## src/rtl/arc_defs.svh

```systemverilog
// Named constants for the reference select and result coding block.
`ifndef ARC_DEFS_SVH
`define ARC_DEFS_SVH
`define ARC_SEL_W        3
`define ARC_SEL_RST      3'h0
`define ARC_SEL_AUTO_SD  3'h4
`define ARC_SEL_TOP      2
`define ARC_SEL_MID      1
`define ARC_SEL_LOW      0
`define ARC_CH_W         4
`define ARC_CH_RST       4'h0
`define ARC_CH_CAP_SMALL 4'h2
`define ARC_CH_CAP_LARGE 4'ha
`define ARC_CH_MAX_SMALL 4'h3
`define ARC_CH_MAX_LARGE 4'hb
`define ARC_RES_W        12
`define ARC_RES_MSB      11
`endif

```

## src/rtl/arc_pkg.sv

```systemverilog
// Types shared by the reference select and result coding block.
package arc_pkg;
  typedef enum logic [1:0] {
    ARC_REF_SUPPLY,
    ARC_REF_EXTERNAL,
    ARC_REF_INTERNAL
  } arc_ref_src_t;

  typedef enum logic [1:0] {
    ARC_PIN_ANALOG,
    ARC_PIN_REF_IN,
    ARC_PIN_REF_OUT
  } arc_pin_mode_t;

  typedef enum logic [1:0] {
    ARC_PWR_OFF,
    ARC_PWR_ON
  } arc_pwr_state_t;
endpackage

```

## src/rtl/arc_result_coder.sv

```systemverilog
// Output coder for one conversion result, straight or two's complement.
`timescale 1ns/1ns
`include "arc_defs.svh"
module arc_result_coder #(
  parameter int RES_W = `ARC_RES_W
) (
  input  wire logic             core_clk_i,
  input  wire logic             nrst_i,
  input  wire logic             bipolar_i,
  input  wire logic             valid_i,
  input  wire logic [RES_W-1:0] offset_code_i,
  output logic                  valid_o,
  output logic      [RES_W-1:0] result_o
);
  // Bipolar results come in offset form; flipping the sign bit gives
  // two's complement without an adder.
  logic [RES_W-1:0] next_result;
  assign next_result = bipolar_i ? // [RL6]
    {~offset_code_i[RES_W-1], offset_code_i[RES_W-2:0]} : offset_code_i;

  // Result register, loaded only when a new conversion arrives.
  always_ff @(posedge core_clk_i) begin
    if (!nrst_i) begin
      result_o <= '0;
      valid_o  <= 1'b0;
    end else begin
      valid_o <= valid_i;
      if (valid_i) begin
        result_o <= next_result;
      end
    end
  end

  a_coding_exact: assert property ( // [RL6]
    @(posedge core_clk_i) disable iff (!nrst_i)
    valid_i |=> result_o == (($past(bipolar_i)) ?
      ($past(offset_code_i) ^ {1'b1, {(RES_W-1){1'b0}}}) :
      $past(offset_code_i)))
    else $error("Result coding does not match the polarity mode.");
endmodule

```

## src/rtl/arc_ref_ctrl.sv

```systemverilog
// Reference select decode, channel limiter and result coding control.
//
// Notes on behaviour
// RL1: Reference is supply, external or internal according to the select bits.
// RL2: Middle bit makes shared pin a reference; both upper bits drive it.
// RL3: Lowest select bit with internal reference keeps reference powered.
// RL4: Differential pairs see a reference shared pin as ground.
// RL5: Single-ended scans skip the shared pin, capping at channel two or ten.
// RL6: Results are straight binary unipolar, two's complement bipolar.
// RL7: Reset: single-ended, unipolar, channel zero, internal clock, supply.
// RL8: Automatic shutdown code powers analog down when idle, up on address.
`timescale 1ns/1ns
`include "arc_defs.svh"
module arc_ref_ctrl #(
  parameter bit LARGE_VARIANT = 1'b1,
  parameter int RES_W         = `ARC_RES_W
) (
  input  wire logic                   core_clk_i,
  input  wire logic                   nrst_i,
  input  wire logic                   setup_wr_i,
  input  wire logic [`ARC_SEL_W-1:0]  setup_sel_i,
  input  wire logic                   setup_ext_clk_i,
  input  wire logic                   setup_bipolar_i,
  input  wire logic                   cfg_wr_i,
  input  wire logic                   cfg_single_ended_i,
  input  wire logic [`ARC_CH_W-1:0]   cfg_chan_i,
  input  wire logic                   addr_match_i,
  input  wire logic                   conv_busy_i,
  input  wire logic                   conv_done_i,
  input  wire logic [RES_W-1:0]       conv_code_i,
  input  wire logic [`ARC_CH_W-1:0]   conv_chan_i,
  input  wire logic                   conv_diff_i,
  output arc_pkg::arc_ref_src_t       ref_src_o,
  output arc_pkg::arc_pin_mode_t      pin_mode_o,
  output logic                        pin_function_bit_o,
  output logic                        int_ref_hold_o,
  output logic                        analog_pwr_o,
  output logic                        ext_clk_o,
  output logic                        bipolar_o,
  output logic                        single_ended_o,
  output logic [`ARC_CH_W-1:0]        chan_sel_o,
  output logic [`ARC_CH_W-1:0]        scan_top_o,
  output logic                        shared_pin_as_gnd_o,
  output logic                        result_valid_o,
  output logic [RES_W-1:0]            result_o
);
  // **********************************************************************
  // Setup and configuration state
  // **********************************************************************
  logic [`ARC_SEL_W-1:0] sel;
  logic                  ext_clk;
  logic                  bipolar;
  logic                  single_ended;
  logic [`ARC_CH_W-1:0]  chan;
  arc_pkg::arc_pwr_state_t pwr;

  // Setup and config fields; reset gives the power-on defaults.
  always_ff @(posedge core_clk_i) begin
    if (!nrst_i) begin
      sel          <= `ARC_SEL_RST;    // [RL7]
      ext_clk      <= 1'b0;            // [RL7]
      bipolar      <= 1'b0;            // [RL7]
      single_ended <= 1'b1;            // [RL7]
      chan         <= `ARC_CH_RST;     // [RL7]
    end else begin
      if (setup_wr_i) begin
        sel     <= setup_sel_i;
        ext_clk <= setup_ext_clk_i;
        bipolar <= setup_bipolar_i;
      end
      if (cfg_wr_i) begin
        single_ended <= cfg_single_ended_i;
        chan         <= cfg_chan_i;
      end
    end
  end

  // **********************************************************************
  // Reference decode
  // **********************************************************************
  wire sel_top = sel[`ARC_SEL_TOP];
  wire sel_mid = sel[`ARC_SEL_MID];
  wire sel_low = sel[`ARC_SEL_LOW];
  wire auto_sd = (sel == `ARC_SEL_AUTO_SD);

  // Source follows the top bit first, then the middle bit.
  assign ref_src_o = sel_top ? arc_pkg::ARC_REF_INTERNAL :
                     sel_mid ? arc_pkg::ARC_REF_EXTERNAL :
                               arc_pkg::ARC_REF_SUPPLY;      // [RL1]

  // Pin is analog unless the middle bit is set.
  assign pin_function_bit_o = sel_mid;                      // [RL2]
  assign pin_mode_o = !sel_mid ? arc_pkg::ARC_PIN_ANALOG :
                      sel_top  ? arc_pkg::ARC_PIN_REF_OUT :
                                 arc_pkg::ARC_PIN_REF_IN;    // [RL2]

  // Held on only while the stored code says so; writing a code without both
  // the top and lowest bits drops it in the cycle after the write.
  assign int_ref_hold_o = sel_top & sel_low;                 // [RL3]

  // **********************************************************************
  // Automatic shutdown
  // **********************************************************************
  // Waking on the address byte keeps the idle current low; the internal
  // reference still needs its own settle time, which is not modelled here.
  always_ff @(posedge core_clk_i) begin
    if (!nrst_i) begin
      pwr <= arc_pkg::ARC_PWR_ON;
    end else begin
      unique case (pwr)
        arc_pkg::ARC_PWR_ON: begin
          if (auto_sd && !conv_busy_i && !addr_match_i) begin
            pwr <= arc_pkg::ARC_PWR_OFF;                     // [RL8]
          end
        end
        arc_pkg::ARC_PWR_OFF: begin
          if (!auto_sd || addr_match_i) begin
            pwr <= arc_pkg::ARC_PWR_ON;                      // [RL8]
          end
        end
      endcase
    end
  end
  assign analog_pwr_o = (pwr == arc_pkg::ARC_PWR_ON);

  // **********************************************************************
  // Channel limiter
  // **********************************************************************
  function automatic logic [`ARC_CH_W-1:0] cap_chan(
    input logic [`ARC_CH_W-1:0] c,
    input logic [`ARC_CH_W-1:0] lim
  );
    cap_chan = (c > lim) ? lim : c;
  endfunction

  wire [`ARC_CH_W-1:0] top_full = LARGE_VARIANT ? `ARC_CH_MAX_LARGE :
                                                  `ARC_CH_MAX_SMALL;
  wire [`ARC_CH_W-1:0] top_ref  = LARGE_VARIANT ? `ARC_CH_CAP_LARGE :
                                                  `ARC_CH_CAP_SMALL;
  // The shared pin is the last channel, so skipping it lowers the cap.
  assign scan_top_o = (sel_mid && single_ended) ?
                      cap_chan(chan, top_ref) :
                      cap_chan(chan, top_full);              // [RL5]

  // A differential pair naming the shared pin sees ground on that side.
  assign shared_pin_as_gnd_o = sel_mid && conv_diff_i &&
                               (conv_chan_i == top_full);    // [RL4]

  assign ext_clk_o      = ext_clk;
  assign bipolar_o      = bipolar;
  assign single_ended_o = single_ended;
  assign chan_sel_o     = chan;

  // **********************************************************************
  // Result coding
  // **********************************************************************
  arc_result_coder #(
    .RES_W (RES_W)
  ) u_coder (
    .core_clk_i    (core_clk_i),
    .nrst_i        (nrst_i),
    .bipolar_i     (bipolar),        // [RL6]
    .valid_i       (conv_done_i),
    .offset_code_i (conv_code_i),
    .valid_o       (result_valid_o),
    .result_o      (result_o)
  );

  // **********************************************************************
  // Checks
  // **********************************************************************
  // Four of the checks tie outputs back to the code that was written, so a
  // decode that is wrong fires here rather than agreeing with itself.
  a_ref_source: assert property ( // [RL1]
    @(posedge core_clk_i) disable iff (!nrst_i)
    setup_wr_i |=> (ref_src_o == arc_pkg::ARC_REF_INTERNAL) ==
      $past(setup_sel_i[`ARC_SEL_TOP]))
    else $error("Reference source does not follow the select top bit.");

  a_ref_external: assert property ( // [RL1]
    @(posedge core_clk_i) disable iff (!nrst_i)
    setup_wr_i |=> (ref_src_o == arc_pkg::ARC_REF_EXTERNAL) ==
      (!$past(setup_sel_i[`ARC_SEL_TOP]) && $past(setup_sel_i[`ARC_SEL_MID])))
    else $error("External reference does not follow the select bits.");

  a_pin_drive_out: assert property ( // [RL2]
    @(posedge core_clk_i) disable iff (!nrst_i)
    (pin_mode_o == arc_pkg::ARC_PIN_REF_OUT) |-> sel_top && sel_mid)
    else $error("Shared pin driven as output without both upper bits.");

  a_pin_mode_write: assert property ( // [RL2]
    @(posedge core_clk_i) disable iff (!nrst_i)
    setup_wr_i |=> (pin_mode_o == arc_pkg::ARC_PIN_ANALOG) ==
      !$past(setup_sel_i[`ARC_SEL_MID]))
    else $error("Shared pin function does not follow the middle bit.");

  a_hold_ref_on: assert property ( // [RL3]
    @(posedge core_clk_i) disable iff (!nrst_i)
    (int_ref_hold_o && !setup_wr_i) |=> int_ref_hold_o)
    else $error("Internal reference dropped without a setup rewrite.");

  a_hold_follows: assert property ( // [RL3]
    @(posedge core_clk_i) disable iff (!nrst_i)
    setup_wr_i |=> int_ref_hold_o ==
      ($past(setup_sel_i[`ARC_SEL_TOP]) && $past(setup_sel_i[`ARC_SEL_LOW])))
    else $error("Internal reference hold does not follow the written code.");

  a_pin_as_gnd: assert property ( // [RL4]
    @(posedge core_clk_i) disable iff (!nrst_i)
    shared_pin_as_gnd_o |-> pin_function_bit_o && conv_diff_i)
    else $error("Shared pin grounded while it is an analog input.");

  a_scan_cap_ref: assert property ( // [RL5]
    @(posedge core_clk_i) disable iff (!nrst_i)
    (sel_mid && single_ended) |-> scan_top_o <= top_ref)
    else $error("Scan reaches the shared reference pin.");

  a_scan_keeps_low: assert property ( // [RL5]
    @(posedge core_clk_i) disable iff (!nrst_i)
    (chan <= top_ref) |-> scan_top_o == chan)
    else $error("Scan top moved although the channel is below the cap.");

  a_reset_default: assert property ( // [RL7]
    @(posedge core_clk_i)
    !nrst_i |=> ref_src_o == arc_pkg::ARC_REF_SUPPLY && single_ended_o &&
      !bipolar_o && !ext_clk_o && chan_sel_o == `ARC_CH_RST &&
      pin_mode_o == arc_pkg::ARC_PIN_ANALOG && analog_pwr_o &&
      !result_valid_o)
    else $error("Power-on defaults are wrong.");

  a_auto_sd_idle: assert property ( // [RL8]
    @(posedge core_clk_i) disable iff (!nrst_i)
    (auto_sd && !conv_busy_i && !addr_match_i && !setup_wr_i)[*2]
      |-> !analog_pwr_o)
    else $error("Analog not shut down while idle in automatic shutdown.");

  a_auto_sd_wake: assert property ( // [RL8]
    @(posedge core_clk_i) disable iff (!nrst_i)
    addr_match_i |=> analog_pwr_o)
    else $error("Analog not powered up after a valid address.");
endmodule

```

## config.mk

```make
export PLATFORM = sky130hd
export DESIGN_NAME = arc_ref_ctrl
export DESIGN_NICKNAME = d
export VERILOG_FILES = /design/src/rtl/arc_pkg.sv /design/src/rtl/arc_result_coder.sv /design/src/rtl/arc_ref_ctrl.sv
export VERILOG_INCLUDE_DIRS = /design/src /design/src/rtl
export SDC_FILE = /design/constraint.sdc
export NUM_CORES = 1
export LEC_CHECK = 0
export BUFFER_PORTS_ARGS = -buffer_cell sky130_fd_sc_hd__buf_2
export CAP_MARGIN = 5
export CORE_UTILIZATION = 40
export DETAILED_ROUTE_END_ITERATION = 10
export GPL_TIMING_DRIVEN = 1
export PLACE_DENSITY = 0.77
export SLEW_MARGIN = 5
export SYNTH_ARGS = -nofsm -noshare
export SYNTH_HDL_FRONTEND = slang
export SYNTH_SLANG_ARGS = --single-unit
```

## constraint.sdc

```tcl
create_clock -name core_clk_i -period 1.2 [get_ports core_clk_i]
set_clock_uncertainty 0.1 [all_clocks]
set_input_delay 0.24 -clock core_clk_i [delete_from_list [all_inputs] [get_ports core_clk_i]]
set_output_delay 0.24 -clock core_clk_i [all_outputs]
set_load 0.01 [all_outputs]
```

# Yosys cells after proc, flatten, opt, wreduce, memory -nomap -nowiden
# Cells that the tools add are included.
dict set report totals {
  ff_bits 25
  in_bits 34
  word_cells 39
}
dict set report classes {
  order_cmp 2
  eq_ne 5
  n_mux 11
  bitwise_logic 2
  reduce_logical 11
}
# cell count
set op_table {}
lappend op_table {{2-to-1 mux 12 bit} 1}
lappend op_table {{2-to-1 mux 4 bit} 3}
lappend op_table {{2-to-1 mux 2 bit} 5}
lappend op_table {{> comparator 4 bit, second input constant} 2}
lappend op_table {{logical AND 1 bit} 5}
lappend op_table {{equality test 4 bit, second input constant} 1}
lappend op_table {{case mux 2 bit (2 select lines)} 1}
lappend op_table {{equality test 3 bit, second input constant} 1}
lappend op_table {{zero test 1 bit} 3}
lappend op_table {{equality test 2 x 1 -> 1 bit, second input constant} 1}
lappend op_table {{zero test 2 bit} 1}
lappend op_table {{inequality test 2 x 1 -> 1 bit, second input constant} 1}
lappend op_table {{inequality test 2 bit, second input constant} 1}
lappend op_table {{AND reduction 2 bit} 1}
lappend op_table {{bitwise AND 1 bit} 1}
lappend op_table {{logical OR 1 bit} 1}
lappend op_table {{2-to-1 mux 1 bit} 1}
lappend op_table {{NOT 1 bit} 1}

# Logic depth before layout (Yosys ltp)
# Gate-level depths: netlist (run 1).
dict set report depth {
  ltp_word 5
  depth_mapped 4
  mapped_depth_nobuf 2
}

# Hierarchy
# Synthesis (run 1) repeated with hierarchy kept, for this count alone.
dict set report hier_totals {
  hier_cells 92
  area_unflattened_um2 1012.2
}
# module instances cells_each area_each_um2 seq_area_each_um2
set modules_own_cells {}
lappend modules_own_cells {arc_ref_ctrl 1 50 511.7 220.2}
lappend modules_own_cells {arc_result_coder 1 42 500.5 260.2}

# Worst setup path after synthesis (run 1)
# No wires, ideal clock.
dict set report synth_timing {
  path_type {register -> output}
  start {reg sel[1]}
  end {out ref_src_o[0]}
  t_arrival_ns 0.872
  setup_slack_ns -0.012
  path_stages_with_launch 3
  cell_sequence {dfxtp_1 -> nor2b_1 -> buf_4}
}
dict set report synth_via {
  elab_chain_cells 2
}
# element line
set synth_lines {}
lappend synth_lines {{start: declaration} arc_ref_ctrl.sv:50} ;# logic [`ARC_SEL_W-1:0] sel;
lappend synth_lines {{start signal: assignment} arc_ref_ctrl.sv:60} ;# sel <= `ARC_SEL_RST;
lappend synth_lines {{start signal: assignment} arc_ref_ctrl.sv:67} ;# sel <= setup_sel_i;
lappend synth_lines {{2-to-1 mux 1 bit} arc_ref_ctrl.sv:88} ;# sel_mid ? arc_pkg::ARC_REF_EXTERNAL :
lappend synth_lines {{2-to-1 mux 2 bit} arc_ref_ctrl.sv:87} ;# assign ref_src_o = sel_top ? arc_pkg::ARC_REF_INTERNAL :
lappend synth_lines {{end: declaration} arc_ref_ctrl.sv:33} ;# output arc_pkg::arc_ref_src_t ref_src_o,
# No other way between the ends.

# Final worst setup path (run 1)
dict set report layout_timing {
  start {reg sel[1]}
  end {out shared_pin_as_gnd_o}
}
dict set report layout_via {
  elab_chain_cells 2
}
# element line
set layout_lines {}
lappend layout_lines {{logical AND 1 bit (2 in a row)} arc_ref_ctrl.sv:146} ;# assign shared_pin_as_gnd_o = sel_mid && conv_diff_i &&
lappend layout_lines {{end: declaration} arc_ref_ctrl.sv:43} ;# output logic shared_pin_as_gnd_o,
# No other way between the ends.

==> impl_metrics.py, run 1 <==
metrics = {
    "run_status": {
        "status": "finished with violations",
        "violations": "setup timing",
    },
    "synthesis": {
        "yosysWarningCount": 0,
        "yosysSeqAreaShare_pct": 48.3,
        "syn_inst": 92,
        "ys_types": 19,
        "syn_nets": 126,
        "ys_ff_latch": 24,
        "syn_area_um2": 995,
        "postSynthAreaPerCell_um2": 10.8,
    },
    "clocking": {
        "cts_num_sinks": 24,
        "cts_tree": "built",
        "hold_buffers": 0,
        "clock_latency_ns": 0.30,
        "clockBufferDepth": 2,
        "cts_buffers": 3,
        "h-tree-depth": 1,
        "cts-root-buf": "clkbuf_4",
        "path_clk_slew_ns": 0.12,
    },
    "sta": {
        "hold_viol_final": 0,
        "hold_ws_ns": 0.0488,
        "tightest_slew_ns": 0.349,
        "rsz0062_at_grt": "yes",
        "layout_setup_ws_ns": -0.244,
        "finalSetupViolations": 10,
        "drv_slew": 0,
        "layout_min_cycle_time_ns": 1.44,
        "max_freq_mhz": 693,
        "slew_headroom_pct": 76.8,
        "post-route-period-util_pct": 120,
    },
    "drt": {
        "dr.pass1.iters": 4,
        "first_iter_violations": 2,
        "ant_nets": 0,
        "viasPerCell": 4.70,
        "wl_per_cell_um": 12.3,
        "vias": 875,
        "drc": 0,
        "wirelength_mm": 2.28,
    },
    "pwr": {
        "leakagePower_nw": 0.765,
        "p_per_area_nw_per_um2": 1030,
        "power_w": 0.00151,
        "ir_worst_vdd_uv": 681,
    },
    "worst_setup_path": {
        "critPathCaptureType": "output pin",
        "cp.arrival_ns": 1.10,
        "r2r_end": "pwr[0]$_SDFFE_PN1P_",
        "r2r_cells": 4,
        "critPathKind": "flip-flop to output pin",
        "rrSetupSlack_ns": 0.08,
        "cp-startpoint": "sel[1]$_SDFFE_PN0P_",
        "endpoint": "shared_pin_as_gnd_o",
        "rr_startpoint": "sel[1]$_SDFFE_PN0P_",
        "required_ns": 0.86,
        "cp_max_fo": 4,
        "worstSetupStartpointType": "flip-flop",
    },
    "global_routing": {
        "gr-usage-all-layers_pct": 15.9,
        "grt_max_degree": 25,
        "grt_pass1_vias": 765,
        "grt_pass1_wl_mm": 3.15,
        "grt_overflow": 0,
        "grt_antenna_before_repair": 0,
    },
    "finish": {
        "final_common_cell": "buf_2",
        "final_cell_mix": "56 x buf_2, 21 x nor2b_1, 21 x mux2i_1, 16 x dfxtp_1, 14 x buf_6",
        "n_antenna_cell": 0,
        "areaGrowthSynthToFinish_pct": 47.9,
        "nNetsFinal": 194,
        "fin_cells": 186,
        "drive_above_1_share_pct": 55.1,
    },
    "worst_hold_path": {
        "hp-class": "input pin to flip-flop",
        "hold_path_startpoint": "addr_match_i",
    },
    "place": {
        "dp_slack_ns": -0.00509,
        "dpl.hpwl_mm": 1.46,
        "port_buffers": 65,
        "dp.cells": 176,
        "gp_congestion": 0.652,
    },
    "die": {
        "die_area_um2": 2690,
        "io_pins": 66,
        "die_w_um": 51.9,
        "die_y_um": 51.9,
        "num_rows": 17,
        "initial_core_util_pct": 43.7,
        "core_um2": 2280,
    },
    "job": {
        "cap_violations": 0,
    },
}
==> area by class of cell <==
cell class	instances	area, um^2
repair buffers	72	453
fillers	193	805
well taps	28	35.0
clock buffers	3	22.5
multi-input cells	59	463
flip-flops and latches	24	498
==> worst max-delay path, stage by stage (launching register included) <==
cell and delay, ns:
dfxtp_4 0.39, nand4_1 0.11, nor3b_2 0.16, buf_2 0.14
==> logic make-up after synthesis <==
family,synth area share (%)
DFF,48.3
muxes,21.1
and+or+nand+nor,19.4
xor gates and xnor gates,0.881
buffers and inverters,6.92
AOI/OAI and AO/OA,3.40
==> power breakdown <==
part           internal (W)  switching, W
clock              0.000117      0.000208
combinational      0.000179      0.000129
sequential         0.000843     0.0000352
==> flip-flops by register name, summed over array words and instances (netlist names) <==
name,count
chan_sel_o,4
sel,3
u_coder.result_o,12
u_coder.valid_o,1
bipolar_o,1
pwr,1
ext_clk_o,1
single_ended_o,1
==> cells in the mapped netlist <==
master	number	area (um^2)
buf_2	3	15.0
and2_1	3	18.8
nor3_1	1	5.00
o21ai_1	1	5.00
nor3b_1	1	7.51
buf_12	1	20.0
xnor2_1	1	8.76
dfxtp_1	24	480
a21oi_1	2	10.0
clkbuf_1	2	7.51
nor2_1	1	3.75
a21o_1	1	7.51
nor2b_1	22	138
o2111a_1	1	11.3
buf_4	2	15.0
mux2i_1	21	210
nand2_1	2	7.51
nand4_1	2	12.5
buf_6	1	11.3
==> how the worst min path moves through the flow <==
stage / end / slack (ns) / cells after the start
6_report: pwr[0]$_SDFFE_PN1P_ / 0.05 / 3
3_5_place_dp: pwr[0]$_SDFFE_PN1P_ / 0.34 / 1
4_1_cts: pwr[0]$_SDFFE_PN1P_ / 0.03 / 3
5_1_grt: pwr[0]$_SDFFE_PN1P_ / 0.04 / 3
3_3_place_gp: pwr[0]$_SDFFE_PN1P_ / 0.34 / 1
2_1_floorplan: pwr[0]$_SDFFE_PN1P_ / 0.26 / 2
==> through the flow <==
step,TNS (ns),area [um^2],util [%]
3_3_place_gp,0,1290,56.8
4_1_cts,-1.51,1410,61.8
2_1_floorplan,0,1000,-
5_1_grt,-2.21,1470,64.7
3_5_place_dp,-0.00509,1290,56.8
6_report,-1.63,1470,64.7
==> repair_timing <==
action                     4_1_cts  5_1_grt
buffers inserted                 5        2
setup endpoints to repair       14       17
resized for setup               15       13
pin swaps                        2        0
==> metal layers <==
| metal | vias to the layer above | track usage (%) | part of all wire (%) |
|---|---|---|---|
| li1 | 440 | - | - |
| met1 | 384 | 17.0 | 36 |
| met2 | 47 | 29.5 | 53 |
| met3 | 4 | 3.51 | 8.8 |
| met4 | 0 | 6.76 | 1.8 |
| met5 | - | 0 | 0 |
Power figures use the tool's default switching activity.
==> run 2, diff against run 1 <==
--- a/config.mk
+++ b/config.mk
@@ -16,3 +16,4 @@
 export SYNTH_ARGS = -nofsm -noshare
 export SYNTH_HDL_FRONTEND = slang
 export SYNTH_SLANG_ARGS = --single-unit
+export TNS_END_PERCENT = 30
==> impl_metrics.py, run 2 (synthesis gave the netlist of run 1 again) <==
metrics = {
    "die": {
        "die_y_um": 51.9,
        "die_w_um": 51.9,
        "io_pins": 66,
        "core_um2": 2280,
        "die_area_um2": 2690,
        "num_rows": 17,
        "initial_core_util_pct": 43.7,
    },
    "finish": {
        "largest_reg_flops": 12,
        "finalInstanceArea_um2": 1430,
        "n_antenna_cell": 0,
        "top_register": "u_coder.result_o",
        "fin_cells": 184,
        "final_cell_mix": "60 x buf_2, 21 x nor2b_1, 21 x mux2i_1, 16 x dfxtp_1, 8 x buf_6",
        "final_common_cell": "buf_2",
        "drive_above_1_share_pct": 53.8,
        "nNetsFinal": 191,
        "areaGrowthSynthToFinish_pct": 43.5,
    },
    "pwr": {
        "p_comb_share_pct": 18.3,
        "seqPwrFrac_pct": 55.8,
        "p_sw_w": 0.000382,
        "power_w": 0.00157,
        "p_per_area_nw_per_um2": 1100,
        "ir_worst_vdd_uv": 766,
        "switching_share_pct": 24.3,
        "clkPwrFrac_pct": 25.9,
        "p_int_w": 0.00119,
        "leakagePower_nw": 0.751,
    },
    "place": {
        "placed_cell_area_um2": 1300,
        "gp_congestion": 0.646,
        "port_buffers": 65,
        "dp.cells": 177,
        "dpl.hpwl_mm": 1.43,
    },
    "clocking": {
        "cts-root-buf": "clkbuf_4",
        "clockBufferDepth": 2,
        "clock_latency_ns": 0.30,
        "hold_buffers": 0,
        "cts_num_sinks": 24,
        "path_clk_slew_ns": 0.13,
        "cts_buffers": 3,
        "cts_tree": "built",
        "h-tree-depth": 1,
    },
    "drt": {
        "first_iter_violations": 1,
        "drc": 0,
        "viasPerCell": 4.68,
        "vias": 862,
        "ant_nets": 0,
        "dr.pass1.iters": 2,
        "wl_per_cell_um": 11.1,
        "wirelength_mm": 2.04,
    },
    "worst_setup_path": {
        "critPathCaptureType": "output pin",
        "rrSetupSlack_ns": 0.14,
        "required_ns": 0.86,
        "r2r_cells": 4,
        "r2r_end": "pwr[0]$_SDFFE_PN1P_",
        "cp_max_fo": 3,
        "rr_startpoint": "sel[1]$_SDFFE_PN0P_",
        "critPathKind": "flip-flop to output pin",
        "cp.arrival_ns": 1.11,
        "worstSetupStartpointType": "flip-flop",
    },
    "sta": {
        "tightest_slew_ns": 0.346,
        "max_freq_mhz": 692,
        "layout_setup_ws_ns": -0.245,
        "slew_headroom_pct": 76.9,
        "hold_viol_final": 0,
        "post-route-period-util_pct": 120,
        "finalSetupViolations": 11,
        "rsz0062_at_grt": "yes",
        "layout_min_cycle_time_ns": 1.45,
        "drv_slew": 0,
    },
    "global_routing": {
        "grt_pass1_wl_mm": 2.97,
        "grt_pass1_vias": 707,
        "gr-usage-all-layers_pct": 14.7,
        "grt_max_degree": 25,
        "grt_antenna_before_repair": 0,
        "grt_overflow": 0,
    },
    "worst_hold_path": {
        "hp-class": "input pin to flip-flop",
        "hold_path_startpoint": "addr_match_i",
        "min_to": "pwr[0]$_SDFFE_PN1P_",
        "whs_path_depth": 3,
    },
    "run_status": {
        "status": "finished with violations",
        "violations": "setup timing",
    },
    "job": {
        "cap_violations": 0,
    },
}
run 2: cell types whose count changed in the layout (fill, tap and decap cells not counted), sizes merged:
cell / before / now
buf: 72 / 69
clkbuf: 3 / 4
run 2: how the worst max path moves through the flow:
stage / startpoint / to / slack, ns / depth (start not counted)
final: chan_sel_o[1]$_SDFFE_PN0P_ / scan_top_o[0] / -0.25 / 3
after global routing: chan_sel_o[1]$_SDFFE_PN0P_ / scan_top_o[0] / -0.31 / 3
after CTS: chan_sel_o[2]$_SDFFE_PN0P_ / scan_top_o[0] / -0.25 / 3
after detailed placement: sel[1]$_SDFFE_PN0P_ / shared_pin_as_gnd_o / 0.06 / 3
after global placement: sel[1]$_SDFFE_PN0P_ / shared_pin_as_gnd_o / 0.10 / 3
after floorplan: sel[1]$_SDFFE_PN0P_ / shared_pin_as_gnd_o / -0.01 / 2
run 2: layout make-up:
class                           instances  area (um^2)
Fill cell                             190          848
Sequential cell                        24          498
Multi-Input combinational cell         59          460
Timing Repair Buffer                   69          398
Clock buffer                            4         36.3
Tap cell                               28         35.0
run 2: metal layers:
metal	vias up	global-route usage (%)	wire length [um]
li1	430	-	-
met1	385	17.6	899
met2	47	25.6	971
met3	0	2.92	172
met4	0	5.41	0
met5	-	0	0
run 2: worst max-delay path, stage by stage (launching register included):
cell and delay [ns]:
dfxtp_2 0.35, o2111a_1 0.25, nor2_1 0.08, buf_2 0.13
run 2: what timing repair did:
| action | in CTS | in global routing |
|---|---|---|
| gates resized for setup | 10 | 12 |
| buffers inserted | 1 | 2 |
| pin swaps | 2 | 2 |
| setup endpoints to repair | 13 | 16 |
run 2: power by group through the flow:
| stage | logic (W) | clock network (W) | registers (W) |
|---|---|---|---|
| 2_1_floorplan | 0.000135 | 0 | 0.000911 |
| 3_3_place_gp | 0.000257 | 0 | 0.000890 |
| 3_5_place_dp | 0.000261 | 0 | 0.000893 |
| 4_1_cts | 0.000272 | 0.000429 | 0.000875 |
| 5_1_grt | 0.000318 | 0.000461 | 0.000884 |
| 6_report | 0.000288 | 0.000408 | 0.000877 |
run 2: through the flow:
stage | hold slack [ns] | setup slack, ns | util, % | setup TNS, ns
after floorplan | 0.261 | -0.0106 | - | -0.0106
after global placement | 0.348 | 0.101 | 57.0 | 0
after detailed placement | 0.358 | 0.0645 | 57.0 | 0
after CTS | 0.0301 | -0.248 | 60.1 | -1.55
after global routing | 0.0421 | -0.312 | 62.7 | -2.17
final | 0.0394 | -0.245 | 62.7 | -1.51
